==> src/shared/tvp_pkg.sv <==
// Purpose: constants shared by the port pin configuration logic
// Assumes: five 8-bit ports, packed as P0, P2, P3, P4, P5 (index 0..4)
// Notes:   pin vectors are 40 bits, bit = port_index*8 + bit_in_port
package tvp_pkg;

  // ==========================================================
  // geometry
  localparam int NPORT = 5;
  localparam int PW = 8;
  localparam int NPIN = 40;
  localparam int ADDR_W = 6;

  // ==========================================================
  // register index inside a port (address = port*8 + index)
  localparam logic [2:0] REG_OUT = 3'h0;
  localparam logic [2:0] REG_DIR = 3'h1;
  localparam logic [2:0] REG_ALT = 3'h2;
  localparam logic [2:0] REG_ODR = 3'h3;
  localparam logic [2:0] REG_THR = 3'h4;
  localparam logic [2:0] REG_WPU = 3'h5;
  localparam logic [2:0] REG_PIN = 3'h6;
  localparam logic [2:0] PORT_LAST = 3'h4;

  // ==========================================================
  // pin population and pad features
  localparam logic [39:0] PRESENT_MASK = 40'h67_C3_F7_FF_18;
  localparam logic [39:0] SCHMITT_MASK = 40'h00_03_73_31_00;
  localparam logic [39:0] ANALOG_MASK = 40'h00_00_00_0E_18;

  // single pins with fixed alternate routing
  localparam int PIN_P03 = 3;
  localparam int PIN_P04 = 4;
  localparam int PIN_P23 = 11;
  localparam int PIN_P50 = 32;

  // ==========================================================
  // values after reset
  localparam logic [39:0] OUT_RST = 40'h00_00_00_00_00;
  localparam logic [39:0] DIR_RST = 40'h01_00_00_00_00;
  localparam logic [39:0] ALT_RST = 40'h01_00_00_00_00;
  localparam logic [39:0] ODR_RST = 40'h00_00_00_00_00;
  localparam logic [39:0] THR_RST = 40'h00_00_00_00_00;
  localparam logic [39:0] WPU_RST = 40'h66_C3_F7_FF_18;
  localparam logic [39:0] PIN_OE_RST = 40'h01_00_00_00_00;
  localparam logic [39:0] PIN_OUT_RST = 40'h00_00_00_00_00;
  localparam logic [39:0] PIN_INEN_RST = 40'h67_C3_F7_FF_18;
  localparam logic [39:0] SYNC_RST = 40'h00_00_00_00_00;
  localparam logic [7:0] RDATA_RST = 8'h00;

endpackage

==> src/hdl/tvp_port_cfg.sv <==
// Purpose: per-pin configuration of the parallel I/O ports
// Assumes: pads resolve pin level from pinOut/pinOe; analog paths are
//          switched outside by pinInEn and the alternate selection
// Notes:   register bus is a plain strobe port, read data one cycle late
//
// Functional notes
// every pin is software set to input, bidirectional, output or alternate.
// weak pull-up mode leaves the pin undriven; no pull-up exists.
// threshold TTL/CMOS per bit, except the fixed Schmitt bits.
// each bit selects push-pull or open-drain drive.
// software sets unbonded pins push-pull output early and keeps it; here absent bits never store a one and stay undriven.
// pin configuration resets asynchronously on the reset pin.
// reset puts all pins in weak pull-up, P5.0 in push-pull alternate out.
// an alternate output on a pin also feeds that pin's alternate input.
// a digital alternate input stays connected to its pin.
// analog pin in alternate open-drain mode disconnects its digital input.
// P0.3 and P0.4 carry analog channels zero and four.
// P2.3 carries interrupt four, analog channel three, synth output two.
// P5.0 alternate output is the delayed internal reset.
// per-bit control is software writable; pin levels are readable.
`timescale 1ns/1ps
module tvp_port_cfg (
  // clock and reset
  input wire logic clk,
  input wire logic arst_n,
  // register port
  input wire logic [5:0] addr,
  input wire logic [7:0] wdata,
  input wire logic wr,
  input wire logic rd,
  output logic [7:0] rdata,
  // pads
  input wire logic [39:0] pinIn,
  output logic [39:0] pinOut,
  output logic [39:0] pinOe,
  output logic [39:0] pinInEn,
  output logic [39:0] pinCmos,
  // alternate functions
  input wire logic [39:0] afOut,
  input wire logic delayedInternalResetOut,
  input wire logic tuningSynthOutTwo,
  output logic [39:0] afIn,
  output logic extIrqFourIn,
  output logic analogChannelZeroIn,
  output logic analogChannelFourIn,
  output logic analogChannelThreeIn
);

  // ==========================================================
  // helpers
  function automatic logic [39:0] putByte(
    input logic [39:0] v,
    input logic [2:0] p,
    input logic [7:0] b,
    input logic [39:0] keep
  );
    logic [39:0] r;
    r = v;
    for (int i = 0; i < tvp_pkg::NPIN; i++) begin
      if (i / tvp_pkg::PW == int'(p)) begin
        r[i] = b[i % tvp_pkg::PW] & keep[i];
      end
    end
    return r;
  endfunction

  function automatic logic [7:0] getByte(
    input logic [39:0] v,
    input logic [2:0] p
  );
    logic [7:0] r;
    r = 8'h00;
    for (int i = 0; i < tvp_pkg::NPIN; i++) begin
      if (i / tvp_pkg::PW == int'(p)) begin
        r[i % tvp_pkg::PW] = v[i];
      end
    end
    return r;
  endfunction

  // ==========================================================
  // control storage
  logic [39:0] outReg;
  logic [39:0] dirReg;
  logic [39:0] altReg;
  logic [39:0] odrReg;
  logic [39:0] thrReg;
  logic [39:0] wpuReg;
  logic [39:0] pinOutReg;
  logic [39:0] pinOeReg;
  logic [39:0] pinInEnReg;
  logic [39:0] afInReg;
  logic [7:0] rdataReg;
  logic [39:0] syncIn;

  // ==========================================================
  // address decode
  wire [2:0] selPort = addr[5:3];
  wire [2:0] selReg = addr[2:0];
  wire portOk = (selPort <= tvp_pkg::PORT_LAST);
  wire wrOk = wr && portOk;
  wire wrOut = wrOk && (selReg == tvp_pkg::REG_OUT);
  wire wrDir = wrOk && (selReg == tvp_pkg::REG_DIR);
  wire wrAlt = wrOk && (selReg == tvp_pkg::REG_ALT);
  wire wrOdr = wrOk && (selReg == tvp_pkg::REG_ODR);
  wire wrThr = wrOk && (selReg == tvp_pkg::REG_THR);
  wire wrWpu = wrOk && (selReg == tvp_pkg::REG_WPU);

  // the Schmitt bits keep no threshold choice and read back zero
  wire [39:0] thrKeep = tvp_pkg::PRESENT_MASK & ~tvp_pkg::SCHMITT_MASK;

  // absent bits never store a one, so they stay undriven
  wire [39:0] outNext = wrOut ?
    putByte(outReg, selPort, wdata, tvp_pkg::PRESENT_MASK) : outReg;
  wire [39:0] dirNext = wrDir ?
    putByte(dirReg, selPort, wdata, tvp_pkg::PRESENT_MASK) : dirReg;
  wire [39:0] altNext = wrAlt ?
    putByte(altReg, selPort, wdata, tvp_pkg::PRESENT_MASK) : altReg;
  wire [39:0] odrNext = wrOdr ?
    putByte(odrReg, selPort, wdata, tvp_pkg::PRESENT_MASK) : odrReg;
  wire [39:0] thrNext = wrThr ?
    putByte(thrReg, selPort, wdata, thrKeep) : thrReg;
  wire [39:0] wpuNext = wrWpu ?
    putByte(wpuReg, selPort, wdata, tvp_pkg::PRESENT_MASK) : wpuReg;


  always_ff @(posedge clk or negedge arst_n) begin
    if (!arst_n) begin
      outReg <= tvp_pkg::OUT_RST;
      dirReg <= tvp_pkg::DIR_RST;
      altReg <= tvp_pkg::ALT_RST;
      odrReg <= tvp_pkg::ODR_RST;
      thrReg <= tvp_pkg::THR_RST;
      wpuReg <= tvp_pkg::WPU_RST;
    end else begin
      outReg <= outNext;
      dirReg <= dirNext;
      altReg <= altNext;
      odrReg <= odrNext;
      thrReg <= thrNext;
      wpuReg <= wpuNext;
    end
  end

  // ==========================================================
  // pad input synchroniser
  tvp_pin_sync #(
    .W(tvp_pkg::NPIN)
  ) u_sync (
    .clk(clk),
    .arst_n(arst_n),
    .d(pinIn),
    .q(syncIn)
  );

  // ==========================================================
  // per-bit mode decode
  // dir=0 wpu=0 input, dir=0 wpu=1 weak pull-up (undriven),
  // dir=1 wpu=0 output (push-pull or open-drain by odr),
  // dir=1 wpu=1 bidirectional, which only ever pulls low
  logic [39:0] afOutEff;

  // fixed alternate outputs replace the generic lanes
  always_comb begin
    afOutEff = afOut;
    afOutEff[tvp_pkg::PIN_P23] = tuningSynthOutTwo;
    afOutEff[tvp_pkg::PIN_P50] = delayedInternalResetOut;
  end

  wire [39:0] ppMode = dirReg & ~odrReg & ~wpuReg;
  wire [39:0] odLowOnly = odrReg | wpuReg;
  wire [39:0] afDrive = dirReg & altReg;
  wire [39:0] driveData = (altReg & afOutEff) | (~altReg & outReg);
  wire [39:0] afodMode = afDrive & odrReg;
  wire [39:0] anaAfod = afodMode & tvp_pkg::ANALOG_MASK;

  // an undriven mode never enables the driver
  wire [39:0] oeNext = tvp_pkg::PRESENT_MASK & dirReg &
    (ppMode | ~driveData);
  wire [39:0] pinOutNext = tvp_pkg::PRESENT_MASK & ppMode & driveData;

  // analog pins in alternate open-drain lose the digital path
  wire [39:0] inEnNext = tvp_pkg::PRESENT_MASK & ~anaAfod;
  wire [39:0] digIn = syncIn & pinInEnReg;

  // alternate input follows the pin, or our own alternate output when
  // that output owns the pin
  wire [39:0] afInNext = tvp_pkg::PRESENT_MASK &
    ((afDrive & afOutEff) | (~afDrive & digIn));


  always_ff @(posedge clk or negedge arst_n) begin
    if (!arst_n) begin
      pinOutReg <= tvp_pkg::PIN_OUT_RST;
      pinOeReg <= tvp_pkg::PIN_OE_RST;
      pinInEnReg <= tvp_pkg::PIN_INEN_RST;
      afInReg <= tvp_pkg::SYNC_RST;
    end else begin
      pinOutReg <= pinOutNext;
      pinOeReg <= oeNext;
      pinInEnReg <= inEnNext;
      afInReg <= afInNext;
    end
  end

  // ==========================================================
  // read back, data valid only in the cycle after the strobe
  logic [7:0] rdNext;

  always_comb begin
    rdNext = 8'h00;
    if (portOk) begin
      case (selReg)
        tvp_pkg::REG_OUT: rdNext = getByte(outReg, selPort);
        tvp_pkg::REG_DIR: rdNext = getByte(dirReg, selPort);
        tvp_pkg::REG_ALT: rdNext = getByte(altReg, selPort);
        tvp_pkg::REG_ODR: rdNext = getByte(odrReg, selPort);
        tvp_pkg::REG_THR: rdNext = getByte(thrReg, selPort);
        tvp_pkg::REG_WPU: rdNext = getByte(wpuReg, selPort);
        tvp_pkg::REG_PIN: rdNext = getByte(digIn, selPort);
        default: rdNext = 8'h00;
      endcase
    end
  end

  always_ff @(posedge clk or negedge arst_n) begin
    if (!arst_n) begin
      rdataReg <= tvp_pkg::RDATA_RST;
    end else begin
      rdataReg <= rd ? rdNext : 8'h00;
    end
  end

  // ==========================================================
  // outputs
  assign rdata = rdataReg;
  assign pinOut = pinOutReg;
  assign pinOe = pinOeReg;
  assign pinInEn = pinInEnReg;
  assign pinCmos = thrReg;
  assign afIn = afInReg;
  // interrupt tap follows the alternate input; analog taps report the pin's alternate selection bit
  assign extIrqFourIn = afInReg[tvp_pkg::PIN_P23];
  assign analogChannelZeroIn = altReg[tvp_pkg::PIN_P03];
  assign analogChannelFourIn = altReg[tvp_pkg::PIN_P04];
  assign analogChannelThreeIn = altReg[tvp_pkg::PIN_P23];

  // ==========================================================
  // checks
  chk_reset_state: assert property (
    @(posedge clk) disable iff (!arst_n)
    $rose(arst_n) |-> (pinOeReg == tvp_pkg::PIN_OE_RST) &&
      (wpuReg == tvp_pkg::WPU_RST) && (afDrive == tvp_pkg::DIR_RST)
  ) else $error("pins not in reset configuration after reset");

  chk_undriven_input: assert property (
    @(posedge clk) disable iff (!arst_n)
    ##1 ((pinOeReg & ~$past(dirReg)) == 40'h00_00_00_00_00)
  ) else $error("input or weak pull-up pin is driven");

  chk_schmitt_fixed: assert property (
    @(posedge clk) disable iff (!arst_n)
    (wr && selReg == tvp_pkg::REG_THR) |=>
      ((thrReg & tvp_pkg::SCHMITT_MASK) == 40'h00_00_00_00_00)
  ) else $error("Schmitt pin took a threshold choice");

  chk_od_no_high: assert property (
    @(posedge clk) disable iff (!arst_n)
    ##1 (((pinOeReg & $past(odLowOnly) & ~$past(driveData)) ==
      ($past(dirReg) & $past(odLowOnly) & ~$past(driveData) &
      tvp_pkg::PRESENT_MASK)) &&
      ((pinOutReg & $past(odLowOnly)) == 40'h00_00_00_00_00))
  ) else $error("open-drain pin not pulling low on zero");

  chk_analog_isolate: assert property (
    @(posedge clk) disable iff (!arst_n)
    (anaAfod != 40'h00_00_00_00_00) |=>
      ((pinInEnReg & $past(anaAfod)) == 40'h00_00_00_00_00)
  ) else $error("analog pin kept digital input path");

  chk_af_loopback: assert property (
    @(posedge clk) disable iff (!arst_n)
    afDrive[tvp_pkg::PIN_P23] |=>
      (extIrqFourIn == $past(tuningSynthOutTwo))
  ) else $error("alternate output not looped to alternate input");

  chk_af_in_pin: assert property (
    @(posedge clk) disable iff (!arst_n)
    (!afDrive[tvp_pkg::PIN_P23] && pinInEnReg[tvp_pkg::PIN_P23]) |=>
      (afInReg[tvp_pkg::PIN_P23] == $past(syncIn[tvp_pkg::PIN_P23]))
  ) else $error("digital alternate input lost its pin");

  chk_reset_out: assert property (
    @(posedge clk) disable iff (!arst_n)
    ppMode[tvp_pkg::PIN_P50] && altReg[tvp_pkg::PIN_P50] |=>
      pinOeReg[tvp_pkg::PIN_P50] &&
      (pinOutReg[tvp_pkg::PIN_P50] == $past(delayedInternalResetOut))
  ) else $error("delayed reset not driven on its pin");

  chk_dir_write: assert property (
    @(posedge clk) disable iff (!arst_n)
    (wr && addr == 6'h09) |=> (dirReg[15:8] == $past(wdata))
  ) else $error("direction write not stored");

  chk_read_slot: assert property (
    @(posedge clk) disable iff (!arst_n)
    !rd |=> (rdata == 8'h00)
  ) else $error("read data outside its slot");

endmodule

==> src/hdl/tvp_pin_sync.sv <==
// Purpose: two-flop synchroniser for the pad input levels
// Assumes: inputs are asynchronous to clk
// Notes:   the first stage feeds only the second stage
`timescale 1ns/1ps
module tvp_pin_sync #(
  parameter int W = 40
) (
  // clock and reset
  input wire logic clk,
  input wire logic arst_n,
  // data
  input wire logic [W-1:0] d,
  output logic [W-1:0] q
);

  // ==========================================================
  // two stages
  logic [W-1:0] metaReg;
  logic [W-1:0] stableReg;

  always_ff @(posedge clk or negedge arst_n) begin
    if (!arst_n) begin
      metaReg <= '0;
      stableReg <= '0;
    end else begin
      metaReg <= d;
      stableReg <= metaReg;
    end
  end

  assign q = stableReg;

endmodule

==> config.mk <==
export PLATFORM = sky130hd
export DESIGN_NAME = tvp_port_cfg
export DESIGN_NICKNAME = d
export VERILOG_FILES = /design/src/shared/tvp_pkg.sv /design/src/hdl/tvp_port_cfg.sv /design/src/hdl/tvp_pin_sync.sv
export SDC_FILE = /design/constraint.sdc
export NUM_CORES = 1
export LEC_CHECK = 0
export BUFFER_PORTS_ARGS = -buffer_cell sky130_fd_sc_hd__buf_2
export CAP_MARGIN = 0
export CORE_MARGIN = 2
export CORE_UTILIZATION = 50
export CTS_BUF_LIST = sky130_fd_sc_hd__clkbuf_8
export CTS_CLUSTER_SIZE = 8
export DETAILED_ROUTE_END_ITERATION = 16
export GPL_ROUTABILITY_DRIVEN = 0
export GPL_TIMING_DRIVEN = 0
export MAX_ROUTING_LAYER = met4
export PLACE_DENSITY = 0.71
export SETUP_SLACK_MARGIN = 0.05
export SKIP_LAST_GASP = 1
export SYNTH_ARGS = -nofsm -noshare
export SYNTH_HDL_FRONTEND = slang
export SYNTH_SLANG_ARGS = --single-unit
==> constraint.sdc <==
create_clock -name clk -period 1.9 [get_ports clk]
set_input_delay 0.38 -clock clk [delete_from_list [all_inputs] [get_ports clk]]
set_output_delay 0.38 -clock clk [all_outputs]
set_load 0.1 [all_outputs]
==> out/metrics.yaml <==
clockRootBuffer: "clkbuf_8"
fin_crit_sh_pct: 98.8
antenna_found_initial: 0
p_int_mw: 10.6
final_core_util_pct: 62.7
ios: 312
hold_violations: 0
post_dp_cell_area_mm2: 0.0146
static-leakage-power_nw: 7.75
max_slew.worst_pin.slew_ns: 0.792
nNetsFinal: 1499
cts.sinks: 289
drt-total-wl_um: 35500
ys_ff_latch: 289
crit_type: "primary input to flip-flop"
cts_tree: "done"
cts_made_buffers: 47
vias: 9388
cp-start-kind: "primary input"
drtIter0Drc: 933
outcome: "finished clean"
crit_start: "addr[4]"
dr.pass1.iters: 6
worstPathCellList: "buf_2, buf_2, nor3b_1, clkbuf_2, nand2_1, o21ai_0, nand2_1, a41oi_1"
synth_area_mm2: 0.0129
avgViaCountPerCell: 5.31
synth_enable_flop_cells: 0
initial_utilization_pct: 50.9
routedWlPerCell_um: 20.1
endpoint: "rdata[6]"
ir_drop_mv: 0.651
yosysTopAreaCell: "dfrtp_1"
seqPwrFrac_pct: 43.7
p_comb_share_pct: 25.8
relSlewSlack_pct: 46.9
switching_share_pct: 37.1
pwr-share-clk_pct: 30.5
path_depth: 8
cts_buffer_depth: 3
synthCells: 1044
hpwl_um: 24700
ant_nets: 0
rrSetupSlack_ns: 0.16
syn_area_per_cell_um2: 12.3
async_flop_share_pct: 100
numPortBuffers: 178
slew_violations: 0
cp_max_fo: 10
h-tree-depth: 2
hp-class: "primary input to flip-flop"
num_antenna_cells: 0
grt_pass1_wl_um: 52500
setup_slack_ns: 0.0232
synth_top_area_share_pct: 49.8
cpPeakStageDelay_ns: 0.57
setup_tns_ns: 0
period_minus_slack_ns: 1.88
grt_usage_pct: 26.9
core_area_mm2: 0.0253
cts_setup_buffers: 0
netSwitchingPower_mw: 6.25
drive_gt1_share_pct: 41.8
die_x_um: 164
r2r_start: "dirReg[33]"
dp_cells: 1653
yosysSeqAreaShare_pct: 56.5
critPathRequiredTime_ns: 2.34
finalInstanceArea_mm2: 0.0158
critPathTopFamily: "simple AND/OR/NAND/NOR gates"
drt_drc_violations_left: 0
ys_warn_count: 0
die_y_um: 164
fmax_mhz: 533
synthToLayoutAreaGrowth_pct: 23.1
overflow: 0
synth_area_leaders: "dfrtp_1 50%, mux2_2 15%, dfstp_2 6.7%"
end_kind: "flip-flop"
crit_slowest_cell: "nor3b_1"
rsz0062_at_grt: "yes"
grt_pass1_vias: 9068
layout.cells.non_filler: 1767
arrival_ns: 2.32
grt_start_max_net_pins: 125
r2r_end: "rdata[1]"
place_ws_ns: -0.670
synth_flop_cell: "dfrtp_1"
clock_latency_ns: 0.58
power_density_mw_per_mm2: 1060
die_area_mm2: 0.0270
yosysUniqueCellTypes: 60
rows: 58
setup_viol: 0
clk_pin_slew_ns: 0.06
finClkSkew_ns: 0.0292
r2r_cells: 5
maxCapViolCount: 0
critPathBufInv: 3
-- cells by family after synthesis --
group                  synth area share [%]
DFF                                    56.5
and+or+nand+nor                        8.87
buffers and inverters                  7.50
AOI/OAI and AO/OA                      8.11
muxes                                  18.9
other                                0.0584
-- Yosys cell counts, types with 2 or more instances --
cell type	number
a2111oi_2	2
a211oi_1	8
a21oi_1	16
a221oi_1	4
a22o_1	7
a22oi_1	27
a2bb2oi_1	2
a31oi_1	3
a32oi_1	3
and2_1	4
buf_2	18
buf_4	106
clkbuf_1	19
conb_1	2
dfrtp_1	256
dfstp_2	33
mux2_2	174
mux2i_1	44
nand2_1	97
nand2_2	5
nand2b_1	6
nand3_1	18
nand3b_1	3
nor2_1	76
nor2b_1	11
nor3_1	7
nor3_2	2
nor3b_1	2
nor3b_4	4
nor4_1	2
o21a_1	26
o21ai_0	16
o221ai_1	7
o22ai_1	4
o31ai_1	4
or2_2	2
-- power by group through the flow --
stage               sequential, mW  combinational (mW)  clock [mW]
finish                        7.36                4.35        5.14
global route                  7.43                4.55        5.49
CTS                           7.34                4.34        5.22
detailed placement            7.44                4.27           0
global placement              7.42                4.22           0
floorplan                     8.71                2.08           0
-- stage by stage --
stage	power [mW]	hold WS, ns
after floorplan	10.8	0.0844
after global placement	11.6	0.333
after detailed placement	11.7	0.322
after CTS	16.9	0.0375
after global routing	17.5	0.0603
final	16.9	0.0459
-- cells in the final DEF (no fill, tap or decap), drive strengths merged, types with 27 or more instances in the layout --
master         n
buf          301
dfrtp        256
mux2         175
nand2        102
conb         101
clkbuf        80
nor2          76
mux2i         44
dfstp         33
a22oi         27
dlygate4sd3   27
-- how the worst min path moves through the flow --
| stage | end | startpoint | slack, ns | depth (start not counted) |
|---|---|---|---|---|
| 6_report | afIn[3] | afOut[3] | 0.05 | 3 |
| 5_1_grt | afIn[13] | afOut[13] | 0.06 | 2 |
| 4_1_cts | afIn[3] | afOut[3] | 0.04 | 3 |
| 3_5_place_dp | pinOe[21] | arst_n | 0.32 | 1 |
| 3_3_place_gp | u_sync.q[34] | u_sync.metaReg[34] | 0.33 | 0 |
| 2_1_floorplan | afIn[10] | arst_n | 0.08 | 0 |
-- worst reg2reg max path: cells and delay by family, from the launching register on --
family	cells	cell delay [ns]
AOI/OAI and AO/OA	4	0.89
DFF	1	0.42
muxes	1	0.28
-- metal layers --
layer | part of all wire (%) | GRT usage [%] | wire (µm) | up-vias
li1 | - | - | - | 4210
met1 | 40 | 36.4 | 14300 | 4495
met2 | 45 | 39.8 | 16100 | 563
met3 | 10 | 4.75 | 3560 | 120
met4 | 4.5 | 12.1 | 1610 | 0
met5 | 0 | - | 0 | -
-- final cells by class --
class	count	area, µm²
Fill cell	2060	9420
Sequential cell	289	7270
Multi-Input combinational cell	709	5010
Timing Repair Buffer	207	1250
Buffer	144	971
Clock buffer	57	785
Tap cell	330	413
Clock inverter	30	129
Inverter	1	3.75
-- what timing repair did --
item / 4_1_cts / 5_1_grt
setup endpoints to repair: 30 / 10
resized for setup: 12 / 8
hold buffers: 27 / 0
hold endpoints to repair: 68 / 0
gates cloned: 0 / 0
Note: power is estimated with default switching activity, not from simulation.
